**src/rsc_pkg.sv**
```systemverilog
// package of constants for the reset source controller
package rsc_pkg;
   // reset cause flag positions
   localparam int CAUSE_W = 6;
   localparam int CAUSE_EXT = 0;
   localparam int CAUSE_POR = 1;
   localparam int CAUSE_DRP = 2;
   localparam int CAUSE_SW = 3;
   localparam int CAUSE_WDT = 4;
   localparam int CAUSE_LDO = 5;
   localparam logic [5:0] CAUSE_RST_VAL = 6'h00;
   // release synchroniser depth
   localparam int SYNC_STAGES = 3;
   // watchdog defaults
   localparam int WDT_W = 32;
   localparam logic [31:0] WDT_RELOAD_RST = 32'hffffffff;
   // per-register peripheral reset width and register count
   localparam int PERIPH_W = 32;
   localparam int PERIPH_REGS = 3;
   // sequencer states, gray coded along the path
   typedef enum logic [1:0] {
      RSC_HOLD = 2'b00,
      RSC_FETCH = 2'b01,
      RSC_RUN = 2'b11
   } rsc_state_t;
endpackage

```
**src/rsc_rel_sync.sv**
```systemverilog
// reset release synchroniser: async assert, clocked release
`timescale 1ns/1ps
module rsc_rel_sync #(
   parameter int STAGES = rsc_pkg::SYNC_STAGES
) (
   input wire logic core_clk_i,
   input wire logic arst_n_i,
   output logic srst_n_o
);
   logic [STAGES-1:0] sync_r;

   // first stage feeds only the next stage
   always_ff @(posedge core_clk_i or negedge arst_n_i) begin
      if (!arst_n_i) begin
         sync_r <= '0;
      end else begin
         sync_r <= {sync_r[STAGES-2:0], 1'b1};
      end
   end

   assign srst_n_o = sync_r[STAGES-1];

   AST_REL_LOW: assert property (@(posedge core_clk_i)
      !arst_n_i |=> !srst_n_o)
      else $error("release not held low under reset");
endmodule

```
**src/rsc_top.sv**
```systemverilog
// reset source controller: combines sources, sequences release, cause flags
`timescale 1ns/1ps
module rsc_top #(
   parameter int NPER = rsc_pkg::PERIPH_W
) (
   input wire logic core_clk_i,
   input wire logic rstn_i,
   input wire logic ext_rst_n_i,
   input wire logic supply_droop_i,
   input wire logic droop_reset_enable_i,
   input wire logic system_reset_request_i,
   input wire logic [NPER-1:0] periph_reset_ctrl_0_i,
   input wire logic [NPER-1:0] periph_reset_ctrl_1_i,
   input wire logic [NPER-1:0] periph_reset_ctrl_2_i,
   input wire logic wdt_enable_i,
   input wire logic wdt_reset_enable_i,
   input wire logic [31:0] watchdog_reload_value_i,
   input wire logic wdt_int_clear_i,
   input wire logic wdt_service_i,
   input wire logic cause_clear_i,
   input wire logic [5:0] cause_clear_mask_i,
   input wire logic test_mode_pin_0_i,
   input wire logic test_mode_pin_1_i,
   output logic core_rst_n_o,
   output logic tap_rst_n_o,
   output logic periph_rst_n_o,
   output logic [3*NPER-1:0] unit_rst_n_o,
   output logic core_fetch_o,
   output logic droop_int_o,
   output logic wdt_int_o,
   output logic [5:0] reset_cause_reg_o,
   output logic test_mode_bad_o
);
   // rstn_i is the power-on detector output; it only pulses at power-up
   logic sys_arst_n;
   logic sys_srst_n;
   logic droop_rst;
   logic wdt_rst_r;
   logic wdt_rst_nxt;
   logic swreq_r;
   logic [31:0] wdt_cnt_r;
   logic [31:0] wdt_cnt_nxt;
   logic wdt_int_r;
   logic wdt_zero;
   logic pend_ext_r;
   logic pend_drp_r;
   logic pend_sw_r;
   logic pend_wdt_r;
   logic por_seen_r;
   logic [5:0] cause_r;
   logic [5:0] cause_nxt;
   logic [5:0] cause_set;
   logic [3*NPER-1:0] per_bits;
   logic [3*NPER-1:0] per_prev_r;
   logic [3*NPER-1:0] per_rst_r;
   rsc_pkg::rsc_state_t state_r;
   rsc_pkg::rsc_state_t state_nxt;

   // droop only resets when software has enabled it
   assign droop_rst = supply_droop_i & droop_reset_enable_i;
   // all system sources merged asynchronously
   assign sys_arst_n = rstn_i & ext_rst_n_i & ~droop_rst
      & ~swreq_r & ~wdt_rst_r;

   // synchronised release of the combined system reset
   rsc_rel_sync #(
      .STAGES(rsc_pkg::SYNC_STAGES)
   ) u_sync (
      .core_clk_i(core_clk_i),
      .arst_n_i(sys_arst_n),
      .srst_n_o(sys_srst_n)
   );

   // software request as a one-cycle pulse on the power-on domain; a flop
   // cleared by the reset it raises would pulse for zero time and be missed
   always_ff @(posedge core_clk_i or negedge rstn_i) begin
      if (!rstn_i) begin
         swreq_r <= 1'b0;
      end else begin
         swreq_r <= system_reset_request_i & ~swreq_r;
      end
   end

   // watchdog down-counter; reload at every time-out and on service
   assign wdt_zero = (wdt_cnt_r == 32'h00000000);
   assign wdt_cnt_nxt = (wdt_zero | wdt_service_i) ? watchdog_reload_value_i
      : wdt_cnt_r - 32'h00000001;
   // second zero with interrupt still pending resets the system
   assign wdt_rst_nxt = wdt_enable_i & wdt_zero & wdt_int_r
      & wdt_reset_enable_i;

   // watchdog sits in the system domain, released after reset
   always_ff @(posedge core_clk_i or negedge sys_srst_n) begin
      if (!sys_srst_n) begin
         wdt_cnt_r <= rsc_pkg::WDT_RELOAD_RST;
         wdt_int_r <= 1'b0;
      end else begin
         if (wdt_enable_i) begin
            wdt_cnt_r <= wdt_cnt_nxt;
         end
         // set wins over clear
         if (wdt_enable_i & wdt_zero) begin
            wdt_int_r <= 1'b1;
         end else if (wdt_int_clear_i) begin
            wdt_int_r <= 1'b0;
         end
      end
   end

   // watchdog reset pulse kept on por only, so it survives its own reset
   always_ff @(posedge core_clk_i or negedge rstn_i) begin
      if (!rstn_i) begin
         wdt_rst_r <= 1'b0;
      end else begin
         wdt_rst_r <= wdt_rst_nxt & ~wdt_rst_r;
      end
   end

   // pending causes: which source held the system reset
   always_ff @(posedge core_clk_i or negedge rstn_i) begin
      if (!rstn_i) begin
         pend_ext_r <= 1'b0;
         pend_drp_r <= 1'b0;
         pend_sw_r <= 1'b0;
         pend_wdt_r <= 1'b0;
         por_seen_r <= 1'b1;
      end else if (state_r == rsc_pkg::RSC_FETCH) begin
         pend_ext_r <= 1'b0;
         pend_drp_r <= 1'b0;
         pend_sw_r <= 1'b0;
         pend_wdt_r <= 1'b0;
         por_seen_r <= 1'b0;
      end else begin
         pend_ext_r <= pend_ext_r | ~ext_rst_n_i;
         pend_drp_r <= pend_drp_r | droop_rst;
         pend_sw_r <= pend_sw_r | swreq_r;
         pend_wdt_r <= pend_wdt_r | wdt_rst_r;
      end
   end

   // cause flags at release of reset; power-on clears others
   always_comb begin
      cause_set = '0;
      cause_set[rsc_pkg::CAUSE_EXT] = pend_ext_r;
      cause_set[rsc_pkg::CAUSE_DRP] = pend_drp_r;
      cause_set[rsc_pkg::CAUSE_SW] = pend_sw_r;
      cause_set[rsc_pkg::CAUSE_WDT] = pend_wdt_r;
      cause_nxt = cause_r;
      if (cause_clear_i) begin
         cause_nxt = cause_nxt & ~cause_clear_mask_i;
      end
      if (state_r == rsc_pkg::RSC_FETCH) begin
         if (por_seen_r) begin
            cause_nxt = '0;
            cause_nxt[rsc_pkg::CAUSE_POR] = 1'b1;
         end else begin
            cause_nxt = cause_nxt | cause_set;
         end
      end
   end

   // cause register persists across non-power resets
   always_ff @(posedge core_clk_i or negedge rstn_i) begin
      if (!rstn_i) begin
         cause_r <= rsc_pkg::CAUSE_RST_VAL;
      end else begin
         cause_r <= cause_nxt;
      end
   end

   // release sequencer: hold, one fetch cycle, run
   always_comb begin
      case (state_r)
         rsc_pkg::RSC_HOLD: state_nxt = rsc_pkg::RSC_FETCH;
         rsc_pkg::RSC_FETCH: state_nxt = rsc_pkg::RSC_RUN;
         rsc_pkg::RSC_RUN: state_nxt = rsc_pkg::RSC_RUN;
         default: state_nxt = rsc_pkg::RSC_HOLD;
      endcase
   end

   // sequencer lives in the synchronised system domain
   always_ff @(posedge core_clk_i or negedge sys_srst_n) begin
      if (!sys_srst_n) begin
         state_r <= rsc_pkg::RSC_HOLD;
      end else begin
         state_r <= state_nxt;
      end
   end

   // peripheral reset bits, one per unit, same positions as clock gates
   assign per_bits = {periph_reset_ctrl_2_i, periph_reset_ctrl_1_i,
      periph_reset_ctrl_0_i};

   // unit held in reset while its bit is set and for one cycle after the bit falls
   generate
      for (genvar g = 0; g < 3*NPER; g++) begin : g_unit
         always_ff @(posedge core_clk_i or negedge sys_srst_n) begin
            if (!sys_srst_n) begin
               per_prev_r[g] <= 1'b0;
               per_rst_r[g] <= 1'b1;
            end else begin
               per_prev_r[g] <= per_bits[g];
               per_rst_r[g] <= per_bits[g] | per_prev_r[g];
            end
         end
      end
   endgenerate

   // registered outputs; test port only follows power-on
   always_ff @(posedge core_clk_i or negedge rstn_i) begin
      if (!rstn_i) begin
         core_rst_n_o <= 1'b0;
         tap_rst_n_o <= 1'b0;
         periph_rst_n_o <= 1'b0;
         unit_rst_n_o <= '0;
         core_fetch_o <= 1'b0;
         droop_int_o <= 1'b0;
         wdt_int_o <= 1'b0;
         reset_cause_reg_o <= rsc_pkg::CAUSE_RST_VAL;
         test_mode_bad_o <= 1'b0;
      end else begin
         core_rst_n_o <= sys_srst_n & sys_arst_n;
         tap_rst_n_o <= 1'b1;
         periph_rst_n_o <= sys_srst_n & sys_arst_n;
         unit_rst_n_o <= ~per_rst_r & {3*NPER{sys_srst_n & sys_arst_n}};
         core_fetch_o <= (state_r == rsc_pkg::RSC_FETCH);
         droop_int_o <= supply_droop_i & ~droop_reset_enable_i;
         wdt_int_o <= wdt_int_r;
         reset_cause_reg_o <= cause_r;
         test_mode_bad_o <= test_mode_pin_0_i | test_mode_pin_1_i;
      end
   end

   // checks
   AST_DROOP_HOLD: assert property (@(posedge core_clk_i) disable iff (!rstn_i)
      droop_rst |=> !core_rst_n_o)
      else $error("core not reset during droop");
   AST_DROOP_OFF: assert property (@(posedge core_clk_i) disable iff (!rstn_i)
      supply_droop_i && !droop_reset_enable_i |=> droop_int_o)
      else $error("droop interrupt missing");
   AST_TAP_KEEP: assert property (@(posedge core_clk_i) disable iff (!rstn_i)
      $past(tap_rst_n_o) |-> tap_rst_n_o)
      else $error("test port reset by non power-on source");
   AST_EXT_CORE: assert property (@(posedge core_clk_i) disable iff (!rstn_i)
      !ext_rst_n_i |=> !core_rst_n_o && !periph_rst_n_o)
      else $error("pin reset not applied");
   AST_POR_ONLY: assert property (@(posedge core_clk_i) disable iff (!rstn_i)
      core_fetch_o && $past(por_seen_r, 2) |-> ##1
      reset_cause_reg_o == 6'h02)
      else $error("power-on cause wrong");
   AST_STICKY: assert property (@(posedge core_clk_i) disable iff (!rstn_i)
      !cause_clear_i && cause_r[rsc_pkg::CAUSE_EXT]
      |=> cause_r[rsc_pkg::CAUSE_EXT] || por_seen_r)
      else $error("cause flag lost");
   AST_WDT_RELOAD: assert property (@(posedge core_clk_i)
      disable iff (!sys_srst_n)
      wdt_enable_i && wdt_zero
      |=> wdt_cnt_r == $past(watchdog_reload_value_i))
      else $error("watchdog did not reload");
   AST_POR_ONCE: assert property (@(posedge core_clk_i) disable iff (!rstn_i)
      !$past(por_seen_r) |-> !por_seen_r)
      else $error("power-on seen again");
   AST_WDT_RST: assert property (@(posedge core_clk_i) disable iff (!rstn_i)
      wdt_rst_r |-> $past(wdt_int_r) && $past(wdt_reset_enable_i))
      else $error("watchdog reset without cause");
   AST_SWREQ: assert property (@(posedge core_clk_i) disable iff (!rstn_i)
      swreq_r |=> !core_rst_n_o ##[1:6] core_fetch_o)
      else $error("software reset sequence wrong");
   AST_UNIT: assert property (@(posedge core_clk_i) disable iff (!rstn_i)
      $fell(per_bits[0]) && sys_srst_n && sys_arst_n
      |=> ##1 !unit_rst_n_o[0])
      else $error("unit reset missing");
   AST_FETCH: assert property (@(posedge core_clk_i) disable iff (!rstn_i)
      $rose(sys_srst_n) |-> ##2 core_fetch_o)
      else $error("fetch not started");

   COV_WDT: cover property (@(posedge core_clk_i) wdt_rst_r);
   COV_DROOP: cover property (@(posedge core_clk_i) droop_rst);
   COV_WDT_CLR: cover property (@(posedge core_clk_i) wdt_int_r
      && wdt_int_clear_i);
   COV_SW: cover property (@(posedge core_clk_i) swreq_r ##[1:8] core_fetch_o);
   COV_UNIT: cover property (@(posedge core_clk_i) !unit_rst_n_o[0]
      && core_rst_n_o);
endmodule

```
**config.mk**
```make
export PLATFORM = sky130hd
export DESIGN_NAME = rsc_top
export DESIGN_NICKNAME = d
export VERILOG_FILES = /design/src/rsc_pkg.sv /design/src/rsc_rel_sync.sv /design/src/rsc_top.sv
export SDC_FILE = /design/constraint.sdc
export NUM_CORES = 1
export LEC_CHECK = 0
export BUFFER_PORTS_ARGS = -buffer_cell sky130_fd_sc_hd__buf_2
export CAP_MARGIN = 10
export CORE_MARGIN = 1
export CORE_UTILIZATION = 48
export CTS_BUF_LIST = sky130_fd_sc_hd__clkbuf_16
export CTS_CLUSTER_SIZE = 10
export DETAILED_ROUTE_END_ITERATION = 10
export PLACE_DENSITY = 0.75
export SYNTH_ARGS = -nofsm -noshare
export SYNTH_HDL_FRONTEND = slang
export SYNTH_HIERARCHICAL = 1
export SYNTH_SLANG_ARGS = --single-unit
```
**constraint.sdc**
```tcl
create_clock -name core_clk_i -period 6.4 [get_ports core_clk_i]
set_input_delay 0.32 -clock core_clk_i [delete_from_list [all_inputs] [get_ports core_clk_i]]
set_output_delay 0.32 -clock core_clk_i [all_outputs]
set_load 0.1 [all_outputs]
```
### Word-level counts from Yosys, hierarchy flattened

Index checks and enable logic that the tools add are counted.

* flip-flop bits (word level): 351
* output and inout bits: 109
* word-level logic and storage cells: 354

* add/sub/neg operators: 1
* equality and inequality tests: 2
* muxes and demuxes: 11
* bitwise gates (word level): 124
* reduce and logical (&&, ||, !) cells: 4

Operator list (count)
* 1-bit OR: 102
* 96-bit AND: 1
* 96-bit inverter: 1
* 32-bit zero test: 1
* 32-bit two-way mux: 1
* 32-bit by 1-bit subtractor with 32-bit output (second input constant): 1
* 6-bit two-way mux: 3
* 1-bit AND: 12
* 6-bit AND: 1
* 1-bit two-way mux: 6
* 6-bit inverter: 1
* 6-bit by 5-bit OR with 6-bit output: 1
* 1-bit inverter: 5
* 2-bit one-hot mux with 2 select lines: 1
* 2-bit by 1-bit equality test with 1-bit output (second input constant): 1
* 2-bit equality test (second input constant): 1
* 2-bit zero test: 1
* 2-bit nonzero test: 1
* 2-bit OR reduction: 1

### Depth between registers and ports, before layout

Gate-level depths: netlist of the first run.

* depth in word-level cells: 7
* mapped depth: 9

### Cells and area by module

The synthesis of the first run kept the hierarchy.

By module, submodules not included
* rsc_top: times used 1, cells each 829, area each 11511.0 um^2
* rsc_rel_sync: times used 1, cells each 4, area each 78.8 um^2

### Least setup slack after synthesis of the first run

OpenSTA, ideal clock, no wires.

* path type: register to register
* start point: reg u_sync.sync_r[2]
* end point: reg unit_rst_n_o[70]
* setup time: 0.074 ns
* data arrival time: 6.566 ns
* required time: 6.326 ns
* path slack: -0.240 ns
* cell stages (with the launch flop): 5
* buffers on the path: 2
* clock period less this slack: 6.640 ns
* path through: dfrtp_1 > nand2_1 > clkbuf_1 > clkbuf_1 > nor2_1

* longest elaborated chain between the ends: 2

RTL lines
* start, declared: RTL line rsc_rel_sync.sv:10 `logic [STAGES-1:0] sync_r;`
* start signal, assigned: RTL line rsc_rel_sync.sv:17 `sync_r <= {sync_r[STAGES-2:0], 1'b1};`
* 1-bit AND: RTL line rsc_top.sv:225 `unit_rst_n_o <= ~per_rst_r & {3*NPER{sys_srst_n & sys_arst_n}};`
* 96-bit AND: RTL line rsc_top.sv:225
* end signal, assigned: RTL line rsc_top.sv:225
* end, declared: RTL line rsc_top.sv:27 `output logic [3*NPER-1:0] unit_rst_n_o,`

Every way passes these cells.
A chain may end at the register's enable or synchronous reset.

### Worst setup path after layout of the first run

* start point: reg wdt_cnt_r[22]
* end point: reg wdt_cnt_r[23]

* longest elaborated chain between the ends: 3
* elaborated cells on any way between the ends: 4
* those cells by class: add/sub: 1; mux: 1; bitwise: 1; reduce/logical: 1

RTL lines
* start, declared: RTL line rsc_top.sv:41 `logic [31:0] wdt_cnt_r;`
* start signal, assigned: RTL line rsc_top.sv:95 `wdt_cnt_r <= rsc_pkg::WDT_RELOAD_RST;`
* start signal, assigned: RTL line rsc_top.sv:99 `wdt_cnt_r <= wdt_cnt_nxt;`
* parallel branches: the longest is 2 deep, another holds 32-bit by 1-bit subtractor with 32-bit output
* 32-bit two-way mux *: RTL line rsc_top.sv:86 `assign wdt_cnt_nxt = (wdt_zero | wdt_service_i) ? watchdog_reload_value_i`

Every way passes the cells marked *.

==> results.yml, run 1 <==
sta:
  setup-violations-final: 0
  finalHoldViolCount: 0
  fmax_mhz: 344
  fin_worst_skew_ns: 0.0256
  final-max-slew-violation-count: 0
  grt_setup_unrepaired: "no"
  relSlewSlack: 0.224
  holdWs_ns: 0.0454
  final.min_clock_period_ns: 2.91
  tightest_slew_ns: 1.16
  final.period_utilization: 0.454
  setup_tns_ns: 0
route:
  drc: 0
  topRoutingLayerUsed: "met4"
  drt_iter0_markers: 567
  wl_um: 27000
  drt_pass1_iterations: 5
  num_vias: 7746
  routed_via_density: 4.97
  drt.antenna.violating_nets: 0
  average_detailed_routed_wire_length_per_instance_um: 17.3
  dr_wl_met3_um: 1770
  route.layer.met1.wl_um: 10500
  met2RoutedLength_um: 13700
logic_synthesis:
  synth_flop_cell: "sky130_fd_sc_hd__dfrtp_1"
  synth.distinct_cells: 43
  synth_top_family_by_area: "simple AND/OR/NAND/NOR gates"
  synth-compound-area-share: 0.0510
  syn_area_sq_um: 11600
  synth_xor_xnor_area_share: 0
  synth_nets: 981
  synthSimpleGateAreaFrac: 0.147
  post_synth_fa_ha_maj_area_fraction: 0.00108
  netlist_top_cells_count: "sky130_fd_sc_hd__dfrtp_1, sky130_fd_sc_hd__dfstp_2, sky130_fd_sc_hd__nor2_1"
  synth.ff_latch_count: 351
  post-synth-top-area-fraction: 0.479
  synth_top_cell_by_area: "sky130_fd_sc_hd__dfrtp_1"
  yosys-top-cells-area: "sky130_fd_sc_hd__dfrtp_1, sky130_fd_sc_hd__dfstp_2, sky130_fd_sc_hd__or2_2"
  synth-async-reset-ratio: 1.00
  synth_cells: 833
  synth_enable_flop_cells: 0
  post_synth_mux_area_share: 0.0112
  yosys_warnings: 6
  synth-seq-area-share: 0.772
  syn_area_per_cell_sq_um: 13.9
  most_common_cell_in_the_synthesized_netlist: "sky130_fd_sc_hd__dfrtp_1"
floorplan:
  die-width_um: 157
  core_area_sq_um: 23500
  floorplan.die_area_sq_um: 24800
  floorplan.io_pins: 256
  chipHeight_um: 157
  number_of_cell_rows: 56
  start_util: 0.492
worst_setup_path:
  critical_path_buffers_and_inverters: 0
  timing.critical_path.to_type: "flip-flop"
  worstPathMaxFanout: 36
  cp-start-kind: "flip-flop"
  crit_path_top_delay_cell: "sky130_fd_sc_hd__or4_1"
  crit_arrival_ns: 3.31
  worst_path_dominant_cell_family: "simple AND/OR/NAND/NOR gates"
  worstPathCellList: "or4_1 > nor4_4 > a31oi_4 > o221ai_1 > o311ai_0"
  worst_ep_required_time_ns: 6.80
  number_of_cells_on_the_worst_reg_to_reg_path: 5
  crit_cells: 5
  critical-path-max-stage-delay_ns: 0.69
  start_to_end_type_of_the_worst_setup_path: "flip-flop to flip-flop"
hold_path:
  worst_hold_path_type: "input pin to flip-flop"
  min_path_cells: 2
clock_network:
  cts_htree_levels: 2
  tritoncts: "built"
  worst_skew_pair.late_latency_ns: 0.53
  cts_num_sinks: 351
  cts_setup_buffers: 0
  cts_made_buffers: 41
  cts-root-buf: "sky130_fd_sc_hd__clkbuf_16"
  cts-root-to-sink-buffers: 3
  clk_pin_slew_worst_paths_ns: 0.05
cells_and_area:
  num-fill-cells: 1672
  multi_input_area_sq_um: 2470
  drive_gt1_frac: 0.437
  antenna-diode-count: 0
  area.growth.synth_to_final_pct: 33.4
  finalNetCount: 1355
  seqCellArea_sq_um: 8950
placement:
  place_congestion: 0.799
  place_hpwl_um: 15500
  numPortBuffers: 255
grt:
  grt_pass1_vias: 8196
  grt_max_degree: 98
  grt_util_all_layers: 0.226
  grt.overflow.total: 0
  grt_first_pass_wirelength_um: 42900
  initial_antenna_violation_count: 0
run:
  maxCapViolCount: 0
run_status:
  status: "finished, final reports clean"
pwr:
  design_power_total_uw: 4860
  power_density_nw_per_um2: 314
  vdd.ir_drop.worst_mv: 0.254
  leak_pwr_uw: 0.00742
power by group:
| part | switching, uW | internal, uW |
|---|---|---|
| logic | 215 | 146 |
| registers | 61.2 | 2370 |
| clock network | 862 | 1210 |
| total | 1140 | 3720 |
worst register-to-register path, delay by kind of cell, from the launching register on:
| family | cells | cell delay, ns |
|---|---|---|
| DFF | 1 | 0.39 |
| and+or+nand+nor | 2 | 1.31 |
| AOI/OAI and AO/OA | 3 | 1.12 |
layout by cell type, fill, tap and decap left out, types with 5 or more instances in the layout:
cell type	n
sky130_fd_sc_hd__o2bb2ai_1	6
sky130_fd_sc_hd__nand3_1	13
sky130_fd_sc_hd__or2_2	99
sky130_fd_sc_hd__or3_1	12
sky130_fd_sc_hd__inv_1	44
sky130_fd_sc_hd__o21ai_0	20
sky130_fd_sc_hd__dfrtp_1	221
sky130_fd_sc_hd__clkbuf_16	43
sky130_fd_sc_hd__or4_1	6
sky130_fd_sc_hd__dlygate4sd3_1	103
sky130_fd_sc_hd__nand2_1	27
sky130_fd_sc_hd__nor2_1	115
sky130_fd_sc_hd__a22oi_1	8
sky130_fd_sc_hd__a2bb2oi_1	5
sky130_fd_sc_hd__buf_2	254
sky130_fd_sc_hd__buf_4	8
sky130_fd_sc_hd__and3_1	5
sky130_fd_sc_hd__a21oi_1	14
sky130_fd_sc_hd__nor3_1	26
sky130_fd_sc_hd__o211ai_1	8
sky130_fd_sc_hd__nor2b_1	5
sky130_fd_sc_hd__nand4_1	5
sky130_fd_sc_hd__nor4_1	11
sky130_fd_sc_hd__mux2i_1	13
sky130_fd_sc_hd__dfstp_2	129
sky130_fd_sc_hd__o311ai_0	7
path summary, 6_finish.rpt:
| path | start | end | slack (ns) |
|---|---|---|---|
| max | wdt_cnt_r[22] | wdt_cnt_r[23] | 3.49 |
| min | system_reset_request_i | swreq_r | 0.05 |
| max reg2reg | wdt_cnt_r[22] | wdt_cnt_r[23] | 3.49 |
| min reg2reg | u_sync/sync_r[2] | per_prev_r[42] | 0.35 |
| max in group asynchronous | u_sync/sync_r[2] | per_prev_r[16] | 4.11 |
| min in group asynchronous | rstn_i | unit_rst_n_o[0] | 0.07 |
cell type report:
| cell class | instances | area share |
|---|---|---|
| multi-input combinational | 434 | 0.160 |
| clock inverter | 33 | 0.00979 |
| sequential | 351 | 0.579 |
| clock buffer | 43 | 0.0696 |
| tap | 319 | 0.0258 |
| timing repair buffer | 365 | 0.153 |
| inverter | 14 | 0.00340 |
metrics by stage:
stage          setup slack (ns)  std cells  utilization  cell area (sq um)
2_1_floorplan              2.27        833            -              11600
6_report                   3.49       1559        0.657              15500
5_1_grt                    3.20       1559        0.657              15500
3_3_place_gp               3.55       1380        0.561              13200
4_1_cts                    3.48       1559        0.657              15500
3_5_place_dp               3.49       1380        0.561              13200
kinds of logic after synthesis:
kind of cell | count (synthesis)
buffers and inverters | 48
adder cells (fa/ha/maj) | 1
multiplexers | 13
AO/OA/AOI/OAI | 85
AND/OR/NAND/NOR | 333
other | 2
flip-flops | 351
timing repair:
action                                 4_1_cts  5_1_grt
resized for setup                            0        0
hold buffers                               103        0
endpoints found under the hold margin      169        0
metal layers:
layer	vias up	track usage
met5	-	0
met4	0	0.0971
met3	69	0.0520
met2	293	0.395
met1	3861	0.268
li1	3523	-
registers in the layout (all words and copies together) (netlist names), 2 cells and up:
register and count:
state_r 2, unit_rst_n_o 96, cause_r 6, reset_cause_reg_o 6, per_rst_r 96, per_prev_r 96, u_sync/sync_r 3, wdt_cnt_r 32
No activity file was read; power rests on OpenSTA's default activity.
==> inputs of run 2 (changes only) <==
--- a/config.mk
+++ b/config.mk
@@ -5,14 +5,15 @@
 export SDC_FILE = /design/constraint.sdc
 export NUM_CORES = 1
 export LEC_CHECK = 0
+export ABC_AREA = 1
 export BUFFER_PORTS_ARGS = -buffer_cell sky130_fd_sc_hd__buf_2
 export CAP_MARGIN = 10
 export CORE_MARGIN = 1
-export CORE_UTILIZATION = 48
+export CORE_UTILIZATION = 54
 export CTS_BUF_LIST = sky130_fd_sc_hd__clkbuf_16
 export CTS_CLUSTER_SIZE = 10
 export DETAILED_ROUTE_END_ITERATION = 10
-export PLACE_DENSITY = 0.75
+export PLACE_DENSITY = 0.79
 export SYNTH_ARGS = -nofsm -noshare
 export SYNTH_HDL_FRONTEND = slang
 export SYNTH_HIERARCHICAL = 1
==> constraint.sdc (replaced) <==
create_clock -name core_clk_i -period 2.9 [get_ports core_clk_i]
set_input_delay 0.145 -clock core_clk_i [delete_from_list [all_inputs] [get_ports core_clk_i]]
set_output_delay 0.145 -clock core_clk_i [all_outputs]
set_load 0.1 [all_outputs]
==> run 2 against run 1 <==
Against the previous run:
- worst hold slack got worse by 0.0092 ns
- sequential cell count did not move
- clock skew fell by 0.0086 ns
- register-to-register slack got worse by 2.8 ns
- setup slack got worse by 2.8 ns
- sequential share of layout area fell by 2.7 points
- total power rose by 120%
- sequential power rose by 120%
- design area rose by 4.9%
- count of clock-buffer cells in the layout fell by 1
- synthesized cell count rose by 21%
- non-clock buffer count rose by 44
- critical path type unchanged
- largest power group unchanged
==> results.yml, run 2 <==
grt:
  grt_max_degree: 151
  grt_first_pass_wirelength_um: 44900
  grt_pass1_vias: 9022
  grt.overflow.total: 0
  grt_util_all_layers: 0.257
  initial_antenna_violation_count: 2
logic_synthesis:
  post-synth-top-area-fraction: 0.465
  synth_cells: 1011
  syn_area_sq_um: 11900
  synth_top_cell_by_area: "sky130_fd_sc_hd__dfrtp_1"
  synth.distinct_cells: 28
  synth-async-reset-ratio: 1.00
  yosys-top-cells-area: "sky130_fd_sc_hd__dfrtp_1, sky130_fd_sc_hd__dfstp_2, sky130_fd_sc_hd__nand2_1"
  synth_flop_cell: "sky130_fd_sc_hd__dfrtp_1"
  synth.ff_latch_count: 351
  synth-seq-area-share: 0.749
  yosys_warnings: 6
  netlist_top_cells_count: "sky130_fd_sc_hd__dfrtp_1, sky130_fd_sc_hd__nand2_1, sky130_fd_sc_hd__nor2_1"
  most_common_cell_in_the_synthesized_netlist: "sky130_fd_sc_hd__dfrtp_1"
  synth_enable_flop_cells: 0
  synth_nets: 1159
  syn_area_per_cell_sq_um: 11.8
cells_and_area:
  multi_input_area_sq_um: 2590
  layout.cells.most_common_list: "sky130_fd_sc_hd__buf_2, sky130_fd_sc_hd__dfrtp_1, sky130_fd_sc_hd__nand2_1"
  top_regs: "per_prev_r x96, per_rst_r x96, unit_rst_n_o x96"
  most_common_library_cell_in_the_layout_ignoring_fill_and_taps: "sky130_fd_sc_hd__buf_2"
  drive_gt1_frac: 0.373
  final_cell_count_no_fill: 1752
  finalNetCount: 1587
  final_core_area_utilization: 0.745
  area.growth.synth_to_final_pct: 35.8
  num-fill-cells: 1303
  seqCellArea_sq_um: 8950
route:
  average_detailed_routed_wire_length_per_instance_um: 16.4
  topRoutingLayerUsed: "met4"
  wl_um: 28800
  drt_iter0_markers: 439
  dr_wl_met3_um: 2180
  met2RoutedLength_um: 14700
  num_vias: 8547
  drc: 0
  drt_pass1_iterations: 5
  drt.antenna.violating_nets: 0
  route.layer.met1.wl_um: 11000
  routed_via_density: 4.88
sta:
  setup-violations-final: 0
  tightest_slew_ns: 0.991
  setup_tns_ns: 0
  finalHoldViolCount: 0
  fin_worst_skew_ns: 0.0170
  final.min_clock_period_ns: 2.24
  fmax_mhz: 446
  grt_setup_unrepaired: "no"
  relSlewSlack: 0.340
  holdWs_ns: 0.0361
  final.period_utilization: 0.773
  final-max-slew-violation-count: 0
pwr:
  power_density_nw_per_um2: 666
  vdd.ir_drop.worst_mv: 0.527
  leak_pwr_uw: 0.00819
clock_network:
  worst_skew_pair.late_latency_ns: 0.52
  cts_setup_buffers: 0
  cts-root-to-sink-buffers: 3
  cts_num_sinks: 351
  cts_htree_levels: 2
  tritoncts: "built"
  clk_pin_slew_worst_paths_ns: 0.05
  cts-root-buf: "sky130_fd_sc_hd__clkbuf_16"
  cts_made_buffers: 41
worst_setup_path:
  worstPathMaxFanout: 15
  crit_arrival_ns: 2.68
  worst_ep_required_time_ns: 3.34
  timing.critical_path.to_type: "flip-flop"
  start_to_end_type_of_the_worst_setup_path: "flip-flop to flip-flop"
  cp-start-kind: "flip-flop"
floorplan:
  floorplan.die_area_sq_um: 22700
  chipHeight_um: 151
  core_area_sq_um: 21800
  die-width_um: 151
  floorplan.io_pins: 256
  start_util: 0.549
  number_of_cell_rows: 54
placement:
  place_hpwl_um: 16300
  numPortBuffers: 255
  place_congestion: 0.905
  dp_cells: 1532
run_status:
  status: "finished, final reports clean"
hold_path:
  worst_hold_path_type: "input pin to flip-flop"
run:
  maxCapViolCount: 0
run 2: cell types whose count changed after synthesis, sizes merged, moves of 13 or more:
cell,delta
mux2i,-13
nor3,-25
nand2,+157
inv,+62
nor2,+55
nand3,+45
run 2: path summary, 6_finish.rpt:
kind | cells past startpoint | start | to | slack [ns]
worst min register to register | 0 | u_sync/sync_r[1] | u_sync/sync_r[2] | 0.36
worst max-delay path | 10 | wdt_cnt_r[1] | wdt_cnt_r[4] | 0.66
worst min-delay path | 5 | cause_clear_mask_i[3] | cause_r[3] | 0.04
worst max register to register | 10 | wdt_cnt_r[1] | wdt_cnt_r[4] | 0.66
min in group asynchronous | 3 | rstn_i | unit_rst_n_o[5] | 0.38
max in group asynchronous | 1 | u_sync/sync_r[2] | per_prev_r[35] | 1.63
run 2: worst max-delay path: stages (launching register included):
cell                      delay, ns
sky130_fd_sc_hd__dfstp_2       0.36
sky130_fd_sc_hd__inv_1         0.09
sky130_fd_sc_hd__ha_1          0.22
sky130_fd_sc_hd__nand2_1       0.12
sky130_fd_sc_hd__nor2_4        0.19
sky130_fd_sc_hd__nand2_2       0.08
sky130_fd_sc_hd__o21ai_2       0.54
sky130_fd_sc_hd__buf_4         0.32
sky130_fd_sc_hd__nand2_1       0.10
sky130_fd_sc_hd__nand3_1       0.09
sky130_fd_sc_hd__nand2_1       0.06
run 2: cell type report:
cell class | count | area share
antenna | 2 | 0.000309
clock buffer | 42 | 0.0648
clock inverter | 32 | 0.00934
inverter | 77 | 0.0178
multi-input combinational | 559 | 0.160
sequential | 351 | 0.552
tap | 280 | 0.0216
timing repair buffer | 409 | 0.175
run 2: power breakdown:
part	switching [uW]	internal, uW
logic	559	377
clock network	1920	2610
registers	119	5210
run 2: routing by layer:
layer  up-vias  track usage
met4         0       0.0945
met2       313        0.444
met1      4201        0.308
met3        76       0.0661
met5         -            0
li1       3957            -
run 2: per-stage QoR:
stage | power (uW) | instance area (sq um) | setup slack, ns
after floorplan | 5870 | 11900 | 0.0242
after global placement | 6140 | 13600 | 0.765
after detailed placement | 6170 | 13600 | 0.672
after CTS | 10900 | 16200 | 0.651
after global routing | 11200 | 16200 | 0.497
final | 10800 | 16200 | 0.658
run 2: timing repair:
action	in CTS	in global routing
gates resized for setup	0	0
hold buffers	144	0
hold endpoints to repair	357	0
run 2: cells by family after synthesis:
kind of cell,Yosys count,synth area share
AND/OR/NAND/NOR,519,0.193
adder cells (fa/ha/maj),1,0.00105
other,2,0.000629
AO/OA/AOI/OAI,26,0.0130
buffers and inverters,101,0.0351
flip-flops,351,0.749
XOR/XNOR,11,0.00807
==> inputs of run 3 (changes only) <==
==> constraint.sdc (replaced) <==
create_clock -name core_clk_i -period 2.2 [get_ports core_clk_i]
set_input_delay 0.11 -clock core_clk_i [delete_from_list [all_inputs] [get_ports core_clk_i]]
set_output_delay 0.11 -clock core_clk_i [all_outputs]
set_load 0.1 [all_outputs]
==> run 3 against run 2 <==
Against the previous run:
- register-to-register slack lost 0.36 ns
- wire length shrank 2.7%
- non-clock buffer count grew 5
- total power grew 32%
- combinational power grew 32%
- final cell count grew 0.40%
- clock skew shrank 0.0053 ns
- highest routed layer unchanged
- sequential share of layout area shrank 0.24 points
- sequential cell count is the same
==> results.yml, run 3 (synthesis gave the netlist of run 2 again) <==
placement:
  place_hpwl_um: 15900
  dp_cells: 1534
  numPortBuffers: 255
  placedInstanceArea_sq_um: 13600
  place_congestion: 0.849
clock_network:
  cts_htree_levels: 2
  cts-root-to-sink-buffers: 3
  worst_skew_pair.late_latency_ns: 0.52
  clk_pin_slew_worst_paths_ns: 0.05
  cts-root-buf: "sky130_fd_sc_hd__clkbuf_16"
  tritoncts: "built"
  cts_made_buffers: 41
  cts_num_sinks: 351
sta:
  final.period_utilization: 0.932
  relSlewSlack: 0.564
  setup-violations-final: 0
  finalHoldViolCount: 0
  grt_setup_unrepaired: "no"
  tightest_slew_ns: 0.654
  final-max-slew-violation-count: 0
  final.min_clock_period_ns: 2.05
  holdWs_ns: 0.0293
  fin_worst_skew_ns: 0.0117
  fmax_mhz: 488
pwr:
  vdd.ir_drop.worst_mv: 0.660
  clock_group_share_of_total_power: 0.419
  power_density_nw_per_um2: 873
  power_frac_seq: 0.494
  leak_pwr_uw: 0.00823
  power.switching_uw: 3400
  p_int_uw: 10800
  switching_share: 0.239
  design_power_total_uw: 14200
  share_comb_of_total_power: 0.087
floorplan:
  die-width_um: 151
  start_util: 0.549
  chipHeight_um: 151
  core_area_sq_um: 21800
  floorplan.die_area_sq_um: 22700
  floorplan.io_pins: 256
  number_of_cell_rows: 54
grt:
  grt.overflow.total: 0
  grt_pass1_vias: 8874
  initial_antenna_violation_count: 2
  grt_first_pass_wirelength_um: 43600
  grt_max_degree: 129
  grt_util_all_layers: 0.250
cells_and_area:
  final_cell_count_no_fill: 1759
  finalNetCount: 1592
  most_common_library_cell_in_the_layout_ignoring_fill_and_taps: "sky130_fd_sc_hd__buf_2"
  multi_input_area_sq_um: 2590
  seqCellArea_sq_um: 8950
  num-fill-cells: 1368
  area.growth.synth_to_final_pct: 36.3
  final_core_area_utilization: 0.749
  layout.cells.most_common_list: "sky130_fd_sc_hd__buf_2, sky130_fd_sc_hd__dfrtp_1, sky130_fd_sc_hd__nand2_1"
  drive_gt1_frac: 0.373
  final_cell_area_sq_um: 16300
  top_regs: "per_prev_r x96, per_rst_r x96, unit_rst_n_o x96"
worst_setup_path:
  critical-path-max-stage-delay_ns: 0.56
  timing.critical_path.mode_cell: "sky130_fd_sc_hd__dlygate4sd3_1"
  timing.critical_path.to_type: "flip-flop"
  worst_ep_required_time_ns: 2.62
  crit_path_top_delay_cell: "sky130_fd_sc_hd__dlygate4sd3_1"
  start_to_end_type_of_the_worst_setup_path: "input pin to flip-flop"
  worstPathMaxFanout: 87
  cp-start-kind: "input pin"
  crit_arrival_ns: 2.47
  worstPathCellList: "dlygate4sd3_1 > buf_2 > nand2_1 > nand3_1 > dlygate4sd3_1 > nor3_1 > buf_4 > nand2_4 > buf_12 > nor2_1"
run:
  maxCapViolCount: 0
route:
  num_vias: 8490
  drt.antenna.violating_nets: 0
  drc: 0
  average_detailed_routed_wire_length_per_instance_um: 15.9
  wl_um: 28000
  drt_pass1_iterations: 5
  drt_iter0_markers: 384
  routed_via_density: 4.83
run_status:
  status: "finished, final reports clean"
hold_path:
  worst_hold_path_type: "input pin to flip-flop"
## run 3: cell count changes in the layout (fill, tap and decap cells not counted), sizes merged
cell	before	now
dlygate4sd3	144	147
buf	265	267
clkinv	4	6
## run 3: worst max-delay path, delay by kind of cell
family                 cells  cell delay [ns]
AND/OR/NAND/NOR            5             0.68
buffers and inverters      5             1.63
## run 3: final timing paths
path                                       from               end  slack [ns]  depth (start not counted)
hold / removal                    cause_clear_i        cause_r[3]        0.03                          5
setup / recovery           droop_reset_enable_i  unit_rst_n_o[22]        0.15                         10
min in group asynchronous                rstn_i        pend_drp_r        0.35                          3
setup reg to reg                   wdt_cnt_r[0]      wdt_cnt_r[4]        0.30                         11
hold reg to reg                u_sync/sync_r[1]  u_sync/sync_r[2]        0.35                          0
max in group asynchronous  droop_reset_enable_i  u_sync/sync_r[2]        1.07                          7
## run 3: final cells by class
class	count	share of cell area
Tap cell	280	0.0215
Timing Repair Buffer	414	0.178
Multi-Input combinational cell	559	0.159
Inverter	77	0.0177
Clock inverter	34	0.00983
Sequential cell	351	0.549
Antenna cell	2	0.000307
Clock buffer	42	0.0645
## run 3: metrics by stage
| stage | setup TNS (ns) | setup WS, ns |
|---|---|---|
| after floorplan | -59.77 | -0.673 |
| after global placement | 0 | 0.419 |
| after detailed placement | 0 | 0.311 |
| after CTS | 0 | 0.235 |
| after global routing | 0 | 0.0797 |
| final | 0 | 0.149 |
## run 3: per-layer routing
layer | vias up | GRT usage | part of all wire
met5 | - | 0 | 0
met4 | 0 | 0.105 | 0.038
met3 | 92 | 0.0518 | 0.063
met2 | 320 | 0.444 | 0.52
met1 | 4114 | 0.295 | 0.38
li1 | 3964 | - | -
## run 3: what timing repair did
item | CTS | global route
hold buffers | 147 | 0
hold endpoints to repair | 360 | 0
resized for setup | 0 | 0
setup buffers | 0 | 0
## run 3: power groups by stage
stage,registers [uW],clock network (uW),logic [uW]
global placement,7100,0,981
CTS,7020,6060,1230
detailed placement,7120,0,1020
floorplan,7300,0,445
finish,7030,5950,1240
global route,7060,6340,1370
